--- config.mk ---
export PLATFORM = sky130hd
export DESIGN_NAME = tpw_timer
export DESIGN_NICKNAME = d
export VERILOG_FILES = /design/src/hdl/tpw_pkg.sv /design/src/hdl/tpw_timer.sv
export VERILOG_INCLUDE_DIRS = /design/src /design/src/hdl
export SDC_FILE = /design/constraint.sdc
export NUM_CORES = 1
export LEC_CHECK = 0
export BUFFER_PORTS_ARGS = -buffer_cell sky130_fd_sc_hd__buf_2
export CELL_PAD_IN_SITES_DETAIL_PLACEMENT = 1
export CELL_PAD_IN_SITES_GLOBAL_PLACEMENT = 1
export CORE_MARGIN = 2
export CORE_UTILIZATION = 42
export CTS_BUF_LIST = sky130_fd_sc_hd__clkbuf_2 sky130_fd_sc_hd__clkbuf_4 sky130_fd_sc_hd__clkbuf_8
export CTS_CLUSTER_SIZE = 8
export DETAILED_ROUTE_END_ITERATION = 10
export PLACE_DENSITY = 0.85
export SLEW_MARGIN = 30
export SYNTH_ARGS = -nofsm -noshare
export SYNTH_HDL_FRONTEND = slang
export SYNTH_SLANG_ARGS = --single-unit
--- constraint.sdc ---
create_clock -name clk -period 2.67 [get_ports clk]
set_clock_uncertainty 0.1 [all_clocks]
set_input_delay 0.267 -clock clk [delete_from_list [all_inputs] [get_ports clk]]
set_output_delay 0.267 -clock clk [all_outputs]
set_load 0.02 [all_outputs]
--- src/hdl/tpw_consts.svh ---
`ifndef TPW_CONSTS_SVH
`define TPW_CONSTS_SVH

// ****************************************
// register byte offsets
// ****************************************
`define TPW_OFS_TSC 5'h00
`define TPW_OFS_CNT 5'h04
`define TPW_OFS_MOD 5'h08
`define TPW_OFS_SC0 5'h0c
`define TPW_OFS_CV0 5'h10
`define TPW_OFS_SC1 5'h14
`define TPW_OFS_CV1 5'h18

// ****************************************
// field positions
// ****************************************
`define TPW_B_FLAG 7
`define TPW_B_IRQEN 6
`define TPW_B_HALT 5
`define TPW_B_CRST 4
`define TPW_B_LINK 5
`define TPW_B_CCSEL 4
`define TPW_B_ELS_HI 3
`define TPW_B_ELS_LO 2
`define TPW_B_TOV 1
`define TPW_B_MAXD 0

// ****************************************
// reset values and codes
// ****************************************
`define TPW_RST_MOD 16'hffff
`define TPW_RST_HALT 1'b1
`define TPW_PS_EXT 3'h7
`define TPW_PS_MAXDIV 3'h6
`define TPW_PMASK_ALL 6'h3f
`endif

--- src/hdl/tpw_pkg.sv ---
package tpw_pkg;
    typedef struct packed {
        logic irq_en;
        logic link;
        logic cc_sel;
        logic [1:0] els;
        logic tov;
        logic maxd;
    } tpw_chctl_s;

    typedef enum logic [1:0] {
        TPW_CM_OFF,
        TPW_CM_CAPTURE,
        TPW_CM_COMPARE
    } tpw_chmode_e;

    typedef struct packed {
        logic out;
        logic oe;
    } tpw_pin_s;
endpackage : tpw_pkg

--- src/hdl/tpw_timer.sv ---
`timescale 1ns/10ps
`include "tpw_consts.svh"
module tpw_timer (
    input wire logic clk,
    input wire logic rst_n,
    input wire logic [4:0] avs_address,
    input wire logic avs_read,
    input wire logic avs_write,
    input wire logic [31:0] avs_writedata,
    input wire logic [3:0] avs_byteenable,
    output logic [31:0] avs_readdata,
    output logic avs_waitrequest,
    input wire logic wait_mode,
    input wire logic stop_mode,
    input wire logic break_active,
    input wire logic break_clear_enable,
    input wire logic external_count_clock_pin,
    input wire logic channel0_pin_in,
    input wire logic channel1_pin_in,
    output tpw_pkg::tpw_pin_s channel0_pin,
    output tpw_pkg::tpw_pin_s channel1_pin,
    output logic ext_clock_forced_input,
    output logic cpu_irq
);
    import tpw_pkg::*;

    // ****************************************
    // state
    // ****************************************
    logic halt_r;
    logic rollover_irq_enable_r;
    logic [2:0] ps_r;
    logic [15:0] mod_r;
    logic [15:0] cnt_r;
    logic [5:0] pre_r;
    tpw_chctl_s chc_r [2];
    logic [15:0] chv_r [2];
    logic [2:0] flag_r;
    logic [2:0] arm_r;
    logic [1:0] out_r;
    logic act_r;
    logic last_r;
    logic ack_r;
    logic [31:0] rdata_r;
    logic [2:0] xs_r;
    logic [2:0] c0s_r;
    logic [2:0] c1s_r;

    // ****************************************
    // register bus
    // ****************************************
    // wait mode stalls the bus rather than failing it, so no access is lost
    wire req = avs_read | avs_write;
    wire go = req & ~ack_r & ~wait_mode;
    wire acc = ack_r & ~wait_mode;
    wire wr = acc & avs_write;
    wire rd_lat = go & avs_read;
    wire [15:0] bm = {{8{avs_byteenable[1]}}, {8{avs_byteenable[0]}}};
    wire [15:0] wd = avs_writedata[15:0];
    wire link = chc_r[0].link;
    wire hit_tsc = avs_address == `TPW_OFS_TSC;
    wire hit_cnt = avs_address == `TPW_OFS_CNT;
    wire hit_mod = avs_address == `TPW_OFS_MOD;
    wire hit_sc0 = avs_address == `TPW_OFS_SC0;
    wire hit_cv0 = avs_address == `TPW_OFS_CV0;
    wire hit_sc1 = (avs_address == `TPW_OFS_SC1) & ~link;
    wire hit_cv1 = avs_address == `TPW_OFS_CV1;
    wire lo_en = avs_byteenable[0];
    wire [7:0] tsc_rd = {flag_r[0], rollover_irq_enable_r, halt_r, 1'b0, 1'b0, ps_r};
    wire [7:0] sc0_rd = {flag_r[1], chc_r[0].irq_en, chc_r[0].link, chc_r[0].cc_sel,
                         chc_r[0].els, chc_r[0].tov, chc_r[0].maxd};
    wire [7:0] sc1_rd = {flag_r[2], chc_r[1].irq_en, 1'b0, chc_r[1].cc_sel,
                         chc_r[1].els, chc_r[1].tov, chc_r[1].maxd};
    wire [15:0] rd_mux = hit_tsc ? {8'h00, tsc_rd} :
                         hit_cnt ? cnt_r :
                         hit_mod ? mod_r :
                         hit_sc0 ? {8'h00, sc0_rd} :
                         hit_cv0 ? chv_r[0] :
                         hit_sc1 ? {8'h00, sc1_rd} :
                         hit_cv1 ? chv_r[1] : 16'h0000;
    assign avs_waitrequest = req & ~acc;
    assign avs_readdata = rdata_r;

    // ****************************************
    // counter clock source
    // ****************************************
    wire halted = halt_r | stop_mode | break_active;
    wire crst = wr & hit_tsc & lo_en & wd[`TPW_B_CRST];
    wire ext_sel = ps_r == `TPW_PS_EXT;
    wire ext_rise = xs_r[1] & ~xs_r[2];
    wire [5:0] pmask = `TPW_PMASK_ALL >> (`TPW_PS_MAXDIV - ps_r);
    wire pre_tick = (pre_r & pmask) == pmask;
    wire tick = ~halted & (ext_sel ? ext_rise : pre_tick);
    wire ovf = tick & (cnt_r == mod_r);
    wire [15:0] cnt_nxt = crst ? 16'h0000 :
                          ovf ? 16'h0000 :
                          tick ? cnt_r + 16'h0001 :
                          cnt_r;
    // prescaler keeps its phase while halted, so a resumed count keeps its spacing
    wire [5:0] pre_nxt = crst ? 6'h00 :
                         halted ? pre_r :
                         pre_r + 6'h01;
    assign ext_clock_forced_input = ext_sel;

    // ****************************************
    // linked buffer select
    // ****************************************
    wire cv0_wr = wr & hit_cv0;
    wire cv1_wr = wr & hit_cv1;
    wire last_nxt = ~link ? 1'b0 :
                    cv1_wr ? 1'b1 :
                    cv0_wr ? 1'b0 :
                    last_r;
    wire act_nxt = ~link ? 1'b0 : ovf ? last_r : act_r;
    wire [15:0] cmp_val0 = (link & act_r) ? chv_r[1] : chv_r[0];

    // ****************************************
    // channels
    // ****************************************
    tpw_chmode_e mode [2];
    logic [1:0] cap_evt;
    logic [1:0] cmp_evt;
    logic [1:0] out_nxt;
    logic [2:0] evt;
    wire [1:0] sync_rise = {c1s_r[1] & ~c1s_r[2], c0s_r[1] & ~c0s_r[2]};
    wire [1:0] sync_fall = {~c1s_r[1] & c1s_r[2], ~c0s_r[1] & c0s_r[2]};
    wire allow = ~break_active | break_clear_enable;

    genvar i;
    generate
        for (i = 0; i < 2; i = i + 1) begin : g_ch
            wire lk = (i == 0) & chc_r[i].link;
            wire off1 = (i == 1) & link;
            wire els_on = chc_r[i].els != 2'b00;
            wire [15:0] cval = (i == 0) ? cmp_val0 : chv_r[i];
            wire pulse_lvl = ~chc_r[i].els[0];
            wire full = chc_r[i].maxd & chc_r[i].tov;
            wire edge_hit = (chc_r[i].els[0] & sync_rise[i]) | (chc_r[i].els[1] & sync_fall[i]);
            logic o;
            // link first, then capture/compare select
            assign mode[i] = (off1 | ~els_on) ? TPW_CM_OFF :
                             (lk | chc_r[i].cc_sel) ? TPW_CM_COMPARE : TPW_CM_CAPTURE;
            // captures blocked while stopped or in break
            assign cap_evt[i] = (mode[i] == TPW_CM_CAPTURE) & edge_hit & ~halted;
            assign cmp_evt[i] = (mode[i] == TPW_CM_COMPARE) & tick & (cnt_r == cval);
            always_comb begin
                o = out_r[i];
                if ((mode[i] == TPW_CM_COMPARE) & ovf & chc_r[i].tov) begin
                    o = full ? pulse_lvl : ~o;
                end
                // full duty suppresses compares so the level never drops
                if (cmp_evt[i] & ~full) begin
                    unique case (chc_r[i].els)
                        2'b01: o = ~o;
                        2'b10: o = 1'b0;
                        2'b11: o = 1'b1;
                        2'b00: o = out_r[i];
                    endcase
                end
                out_nxt[i] = o;
            end
        end
    endgenerate

    // ****************************************
    // channel pins
    // ****************************************
    assign channel0_pin.out = out_r[0];
    assign channel0_pin.oe = mode[0] == TPW_CM_COMPARE;
    assign channel1_pin.out = out_r[1];
    assign channel1_pin.oe = mode[1] == TPW_CM_COMPARE;

    // ****************************************
    // flags
    // ****************************************
    assign evt = {cap_evt[1] | cmp_evt[1], cap_evt[0] | cmp_evt[0], ovf};
    wire [2:0] own = {hit_sc1, hit_sc0, hit_tsc};
    logic [2:0] flag_nxt;
    logic [2:0] arm_nxt;
    genvar f;
    generate
        for (f = 0; f < 3; f = f + 1) begin : g_flag
            wire rd_arm = rd_lat & own[f] & flag_r[f] & allow;
            wire wr_own = wr & own[f] & lo_en & allow;
            wire clr = wr_own & arm_r[f] & ~wd[`TPW_B_FLAG];
            // a fresh event beats a pending clear
            assign flag_nxt[f] = evt[f] | (flag_r[f] & ~clr);
            assign arm_nxt[f] = evt[f] ? 1'b0 :
                                rd_arm ? 1'b1 :
                                wr_own ? 1'b0 :
                                arm_r[f];
        end
    endgenerate
    wire [2:0] irq_en = {chc_r[1].irq_en & ~link, chc_r[0].irq_en, rollover_irq_enable_r};
    assign cpu_irq = |(flag_r & irq_en);

    // ****************************************
    // register writes
    // ****************************************
    tpw_chctl_s chc_nxt [2];
    logic [15:0] chv_nxt [2];
    wire [15:0] mod_nxt = (wr & hit_mod) ? ((mod_r & ~bm) | (wd & bm)) : mod_r;
    wire tsc_wr = wr & hit_tsc & lo_en;
    wire [1:0] sc_wr = {wr & hit_sc1 & lo_en, wr & hit_sc0 & lo_en};
    wire [1:0] cv_wr = {cv1_wr, cv0_wr};
    generate
        for (i = 0; i < 2; i = i + 1) begin : g_wr
            assign chc_nxt[i] = sc_wr[i] ? tpw_chctl_s'({wd[`TPW_B_IRQEN],
                                (i == 0) & wd[`TPW_B_LINK], wd[`TPW_B_CCSEL],
                                wd[`TPW_B_ELS_HI:`TPW_B_ELS_LO], wd[`TPW_B_TOV],
                                wd[`TPW_B_MAXD]}) : chc_r[i];
            // a capture in the same cycle wins over a software write
            assign chv_nxt[i] = cap_evt[i] ? cnt_r :
                                cv_wr[i] ? ((chv_r[i] & ~bm) | (wd & bm)) : chv_r[i];
        end
    endgenerate

    // ****************************************
    // flip-flops
    // ****************************************
    always_ff @(posedge clk or negedge rst_n) begin
        if (!rst_n) begin
            halt_r <= `TPW_RST_HALT;
            rollover_irq_enable_r <= 1'b0;
            ps_r <= 3'h0;
        end else if (tsc_wr) begin
            halt_r <= wd[`TPW_B_HALT];
            rollover_irq_enable_r <= wd[`TPW_B_IRQEN];
            ps_r <= wd[2:0];
        end
    end

    always_ff @(posedge clk or negedge rst_n) begin
        if (!rst_n) begin
            mod_r <= `TPW_RST_MOD;
        end else begin
            mod_r <= mod_nxt;
        end
    end

    // ****************************************
    // counter and prescaler
    // ****************************************
    always_ff @(posedge clk or negedge rst_n) begin
        if (!rst_n) begin
            cnt_r <= 16'h0000;
        end else begin
            cnt_r <= cnt_nxt;
        end
    end

    always_ff @(posedge clk or negedge rst_n) begin
        if (!rst_n) begin
            pre_r <= 6'h00;
        end else begin
            pre_r <= pre_nxt;
        end
    end

    // ****************************************
    // linked pair selection
    // ****************************************
    always_ff @(posedge clk or negedge rst_n) begin
        if (!rst_n) begin
            act_r <= 1'b0;
        end else begin
            act_r <= act_nxt;
        end
    end

    always_ff @(posedge clk or negedge rst_n) begin
        if (!rst_n) begin
            last_r <= 1'b0;
        end else begin
            last_r <= last_nxt;
        end
    end

    // ****************************************
    // channel state
    // ****************************************
    always_ff @(posedge clk or negedge rst_n) begin
        if (!rst_n) begin
            chc_r[0] <= '0;
            chc_r[1] <= '0;
        end else begin
            chc_r[0] <= chc_nxt[0];
            chc_r[1] <= chc_nxt[1];
        end
    end

    always_ff @(posedge clk or negedge rst_n) begin
        if (!rst_n) begin
            chv_r[0] <= 16'h0000;
            chv_r[1] <= 16'h0000;
        end else begin
            chv_r[0] <= chv_nxt[0];
            chv_r[1] <= chv_nxt[1];
        end
    end

    always_ff @(posedge clk or negedge rst_n) begin
        if (!rst_n) begin
            out_r <= 2'h0;
        end else begin
            out_r <= out_nxt;
        end
    end

    // ****************************************
    // flag state
    // ****************************************
    always_ff @(posedge clk or negedge rst_n) begin
        if (!rst_n) begin
            flag_r <= 3'h0;
        end else begin
            flag_r <= flag_nxt;
        end
    end

    always_ff @(posedge clk or negedge rst_n) begin
        if (!rst_n) begin
            arm_r <= 3'h0;
        end else begin
            arm_r <= arm_nxt;
        end
    end

    // ****************************************
    // bus answer
    // ****************************************
    always_ff @(posedge clk or negedge rst_n) begin
        if (!rst_n) begin
            ack_r <= 1'b0;
        end else begin
            ack_r <= go | (ack_r & wait_mode);
        end
    end

    always_ff @(posedge clk or negedge rst_n) begin
        if (!rst_n) begin
            rdata_r <= 32'h0000_0000;
        end else if (rd_lat) begin
            rdata_r <= {16'h0000, rd_mux};
        end
    end

    // ****************************************
    // pin synchronisers
    // ****************************************
    // pins cross in through two flops; the third only feeds edge detection
    always_ff @(posedge clk or negedge rst_n) begin
        if (!rst_n) begin
            xs_r <= 3'h0;
        end else begin
            xs_r <= {xs_r[1:0], external_count_clock_pin};
        end
    end

    always_ff @(posedge clk or negedge rst_n) begin
        if (!rst_n) begin
            c0s_r <= 3'h0;
        end else begin
            c0s_r <= {c0s_r[1:0], channel0_pin_in};
        end
    end

    always_ff @(posedge clk or negedge rst_n) begin
        if (!rst_n) begin
            c1s_r <= 3'h0;
        end else begin
            c1s_r <= {c1s_r[1:0], channel1_pin_in};
        end
    end
endmodule : tpw_timer

# == Word level (Yosys, flattened, before mapping) ==
# Index checks and enable logic that the tools add are counted.
# totals
ff_bits,124
mem_count,0
wordCells,234
ram_bits,0
in_bits,52
output_inout_bits,39
latch_bits,0
romBits,0
# op_classes
shifts,1
n_reduce_logical,12
addsub,3
eq_ne,26
magnitude_cmp,0
div_mod_pow,0
multipliers,0
n_bitwise,116
mux,44
# op_table
operator,count
2-to-1 mux 16 bit,15
AND 1 bit,68
AND 16 bit,4
equality test 16 bit,3
OR 16 bit,3
NOT 1 bit,24
2-to-1 mux 1 bit,21
adder 16 x 1 -> 16 bit (second input constant),1
NOT 16 bit,1
equality test 5 bit (second input constant),3
OR 1 bit,14
equality test 2 bit (second input constant),6
2-to-1 mux 6 bit,2
nonzero test 3 bit,4
equality test 5 x 4 -> 1 bit (second input constant),2
equality test 2 x 1 -> 1 bit (second input constant),4
2-to-1 mux 2 bit,4
nonzero test 2 bit,4
adder 6 x 1 -> 6 bit (second input constant),1
AND 6 bit,1
equality test 6 bit,1
one-hot mux 1 bit (3 select lines),2
>> shifter 6 x 3 -> 6 bit (first input constant),1
equality test 5 x 3 -> 1 bit (second input constant),1
other kinds (9),12

# == Longest topological paths before layout ==
# logic_depth
word_depth,13
mapped_depth,10
depth_no_buf,9

# == Worst setup path after synthesis ==
# No wires, ideal clock.
# synth_timing
path_type,flip-flop to flip-flop
from,reg ps_r[0]
to,reg (tool-made name)
arrival_ps,2558
setup_ps,129
required_ps,2441
stages_incl_launch_ff,10
setup_slack_ps,-117
cell_sequence,dfrtp_1 ha_1 ha_1 nor2b_1 o221a_2 o211ai_2 or4_1 or3_1 a221oi_1 nand2_1
# synth_lines
element,line,source
"start, declared",tpw_timer.sv:32,logic [2:0] ps_r;
"start signal, assigned",tpw_timer.sv:229,ps_r <= wd[2:0];

==> key figures <==
Logic synthesis
  • Synth warn: 0
  • Mapped Avg Cell Area: ~9.2 um2
  • Number of synthesized flops with an enable pin: 0
  • Top FF cell, synth: dfrtp_1
  • Distinct cells, synth: 70
  • Post-synthesis sequential area ratio: a little over two fifths
  • Post-Synthesis Cells: 782
  • Share of synthesized flip-flops with an asynchronous set or reset: 100%
  • Cell Area, Synth: slightly above 7000 um2
  • Yosys reg bits: between 100 and 150

Setup path
  • Reg2reg start: ps_r[1]
  • Setup crit end kind: flip-flop
  • Crit path launch: ps_r[1]
  • Required time of the critical path: between 2 and 3 ns
  • Startpoint Class: flip-flop
  • CP cell instances: ha_2 -> ha_4 -> nor2b_1 -> o221a_2 -> o211ai_4 -> or4_4 -> or3_4 -> a221oi_2 -> nand2_1
  • Kind of critical path: reg2reg
  • CP Max Fanout: 4
  • Worst Path Arrival: ~3 ns
  • Sum of buffers and inverters on the critical path: 0
  • Worst path top cell family by delay: simple AND/OR/NAND/NOR gates
  • Delay of the slowest cell on the worst path: about 0.5 ns
  • Slowest cell on crit path: or4_4

STA
  • Fin crit share: 102%
  • RSZ-0062 raised after global routing: true
  • Minimum clock period: ~2.7 ns
  • Maximum clock rate: approximately 0.37 GHz
  • Final hold vios: 0
  • Fin. max-slew vios: 0
  • Max-slew headroom: 46.9%
  • Least-Margin Pin Slew: between 0.7 and 0.8 ns
  • Final WS setup: -0.0619 ns
  • Final setup fails: 2
  • Hold slack: 0.0207 ns

Die
  • Die width: around 140 um
  • Core footprint: between 15000 and 20000 um2
  • Starting Density: a little over two fifths
  • Number of I/O pins: 91
  • Die Area: around 18000 um2
  • Row Count: 47
  • Die height: 135 um

Job
  • Max-cap violation count: 0

Power and ir drop
  • Pwr/cell area: approximately 580 nW/um2
  • Worst IR Drop VDD: 0.000325 V
  • Leak: about 4 nW
  • Total power: 0.00503 W

Detailed routing
  • Drt drc: 0
  • WL per Instance: 22.3 um
  • DRT iter0 DRCs: around 610
  • Final WL: 24.8 mm
  • Vias/cell: just over 6
  • Final ANT Viol Nets: 0
  • Vias after detailed routing: a little under 7k
  • DRT Pass-1 Iters: 7

Outcome
  • Violated checks: setup timing
  • Status: complete, but fails checks

Layout
  • Ant diodes: 0
  • Fillers: about 1.9k
  • Layout cells sized above 1: a little over a quarter
  • Final #Nets: 940
  • Area grow syn2layout: 19.3%

Placement
  • Port bufs: 56
  • HPWL after DPL: roughly 17 mm
  • Final GP Congestion: around 0.95

Clock tree
  • Clock Sinks: around 120
  • CTS buffer count: 17
  • Htree depth: 4
  • CTS tree: built
  • Clk slew on worst S/H paths: ~0.07 ns
  • CTS root buf: clkbuf_8
  • Clock Path Buffers: 2
  • Clock Latency Late Sink: between 0.4 and 0.5 ns

Global routing
  • Vias in the first global route: about 7k
  • Initial antenna violation count: 1
  • Grt total ovfl: 0
  • Largest net degree at the start of global routing: 60
  • Overall Global Routing Usage: around 27%
  • Global-route wire length before repair: approximately 38 mm

Min path
  • Hold crit path type: in2reg
  • Hold Path Origin: avs_writedata[11]
[worst paths after layout]
check | end | cells after the start | slack (ns)
setup reg to reg | flip-flop | 9 | -0.06
hold reg to reg | c0s_r[1] | 0 | 0.25
max in group asynchronous | async pin | 3 | 1.41
min in group asynchronous | c0s_r[0] | 2 | 0.24
setup / recovery | flip-flop | 9 | -0.06
hold / removal | flip-flop | 2 | 0.02
[power breakdown]
| group | switching, W | internal (W) |
|---|---|---|
| registers | 0.000264 | 0.00206 |
| clock network | 0.000733 | 0.000948 |
| logic | 0.000588 | 0.000435 |
[worst register-to-register path: stages, from the launching register on]
cell,delay [ns]
dfrtp_2,0.45
ha_2,0.20
ha_4,0.23
nor2b_1,0.11
o221a_2,0.23
o211ai_4,0.11
or4_4,0.51
or3_4,0.37
a221oi_2,0.24
nand2_1,0.07
[per-stage QoR]
step           instances  setup TNS (ns)  worst slack, ns  area, um2  util [%]
3_3_place_gp        1069         -0.0203          -0.0122       8000      47.9
5_1_grt             1114          -0.303           -0.161       8610      51.6
3_5_place_dp        1069          -0.198           -0.109       8000      47.9
6_report            1114         -0.0747          -0.0619       8610      51.6
4_1_cts             1114         -0.0383          -0.0383       8560      51.3
2_1_floorplan        797               0           0.0324       7300         -
[final cells by class]
| type | instances | area (um2) | share of cell area [%] |
|---|---|---|---|
| Inverter | 17 | 63.8 | 0.741 |
| Multi-Input combinational cell | 590 | 3840 | 44.6 |
| Timing Repair Buffer | 132 | 906 | 10.5 |
| Clock buffer | 24 | 312 | 3.62 |
| Sequential cell | 124 | 3130 | 36.3 |
| Clock inverter | 7 | 87.6 | 1.02 |
| Tap cell | 220 | 275 | 3.20 |
[cell families after synthesis]
family,after synthesis,share of synthesized area (%)
AO/OA/AOI/OAI,202,17.8
XOR/XNOR,52,6.31
adder cells (fa/ha/maj),6,1.04
buffers and inverters,83,5.91
flip-flops,124,43.3
multiplexers,44,6.64
other,1,0.0520
AND/OR/NAND/NOR,270,18.9
[Yosys cell counts (3+ instances only)]
| library cell | number | share of area [%] |
|---|---|---|
| dfrtp_1 | 107 | 37 |
| nand2_1 | 91 | 4.7 |
| a21oi_1 | 65 | 4.5 |
| nor2_1 | 59 | 3.1 |
| o21ai_0 | 59 | 4.1 |
| xor2_1 | 43 | 5.2 |
| clkbuf_1 | 31 | 1.6 |
| mux2_2 | 31 | 4.8 |
| buf_4 | 22 | 2.3 |
| dfstp_2 | 17 | 6.2 |
| inv_1 | 17 | 0.88 |
| nand2b_1 | 15 | 1.3 |
| a21o_1 | 14 | 1.5 |
| and3_1 | 13 | 1.1 |
| mux2i_1 | 13 | 1.8 |
| or3_1 | 13 | 1.1 |
| nand3_1 | 12 | 0.83 |
| nor4_1 | 12 | 1.0 |
| a22oi_1 | 10 | 1.0 |
| nor3_1 | 10 | 0.69 |
| a222oi_1 | 9 | 1.2 |
| buf_2 | 9 | 0.62 |
| nor2b_1 | 9 | 0.78 |
| xnor2_1 | 9 | 1.1 |
| nand4_1 | 8 | 0.69 |
| a22o_1 | 6 | 0.73 |
| ha_1 | 6 | 1.0 |
| a211oi_1 | 5 | 0.52 |
| a21bo_2 | 4 | 0.55 |
| and2_1 | 4 | 0.35 |
| nand3b_1 | 4 | 0.42 |
| a221oi_1 | 3 | 0.36 |
| a311oi_1 | 3 | 0.36 |
[routing by layer]
| layer | global-route usage [%] | up-vias | share of wire (%) |
|---|---|---|---|
| met5 | 0 | - | 0 |
| met4 | 11.9 | 0 | 3.8 |
| met3 | 5.74 | 87 | 7.0 |
| met2 | 44.8 | 308 | 48 |
| met1 | 35.6 | 3403 | 41 |
| li1 | - | 2937 | - |
[cell usage in the layout, fill, tap and decap left out, types with 21 or more instances in the layout]
cell      count
a21oi_1      64
buf_2        55
buf_4        61
xor2_1       43
o21ai_0      59
nor2_1       58
dfrtp_1     106
nand2_1      91
clkbuf_8     21
mux2_2       31
[what timing repair did]
action,in CTS,in global routing
gates resized for setup,4,11
cloned,0,0
hold buffers,13,0
setup buffers,1,0
endpoints found under the setup margin,2,8
pin swaps,4,1
hold endpoints to repair,48,0
No activity file was read; power rests on OpenSTA's default activity.
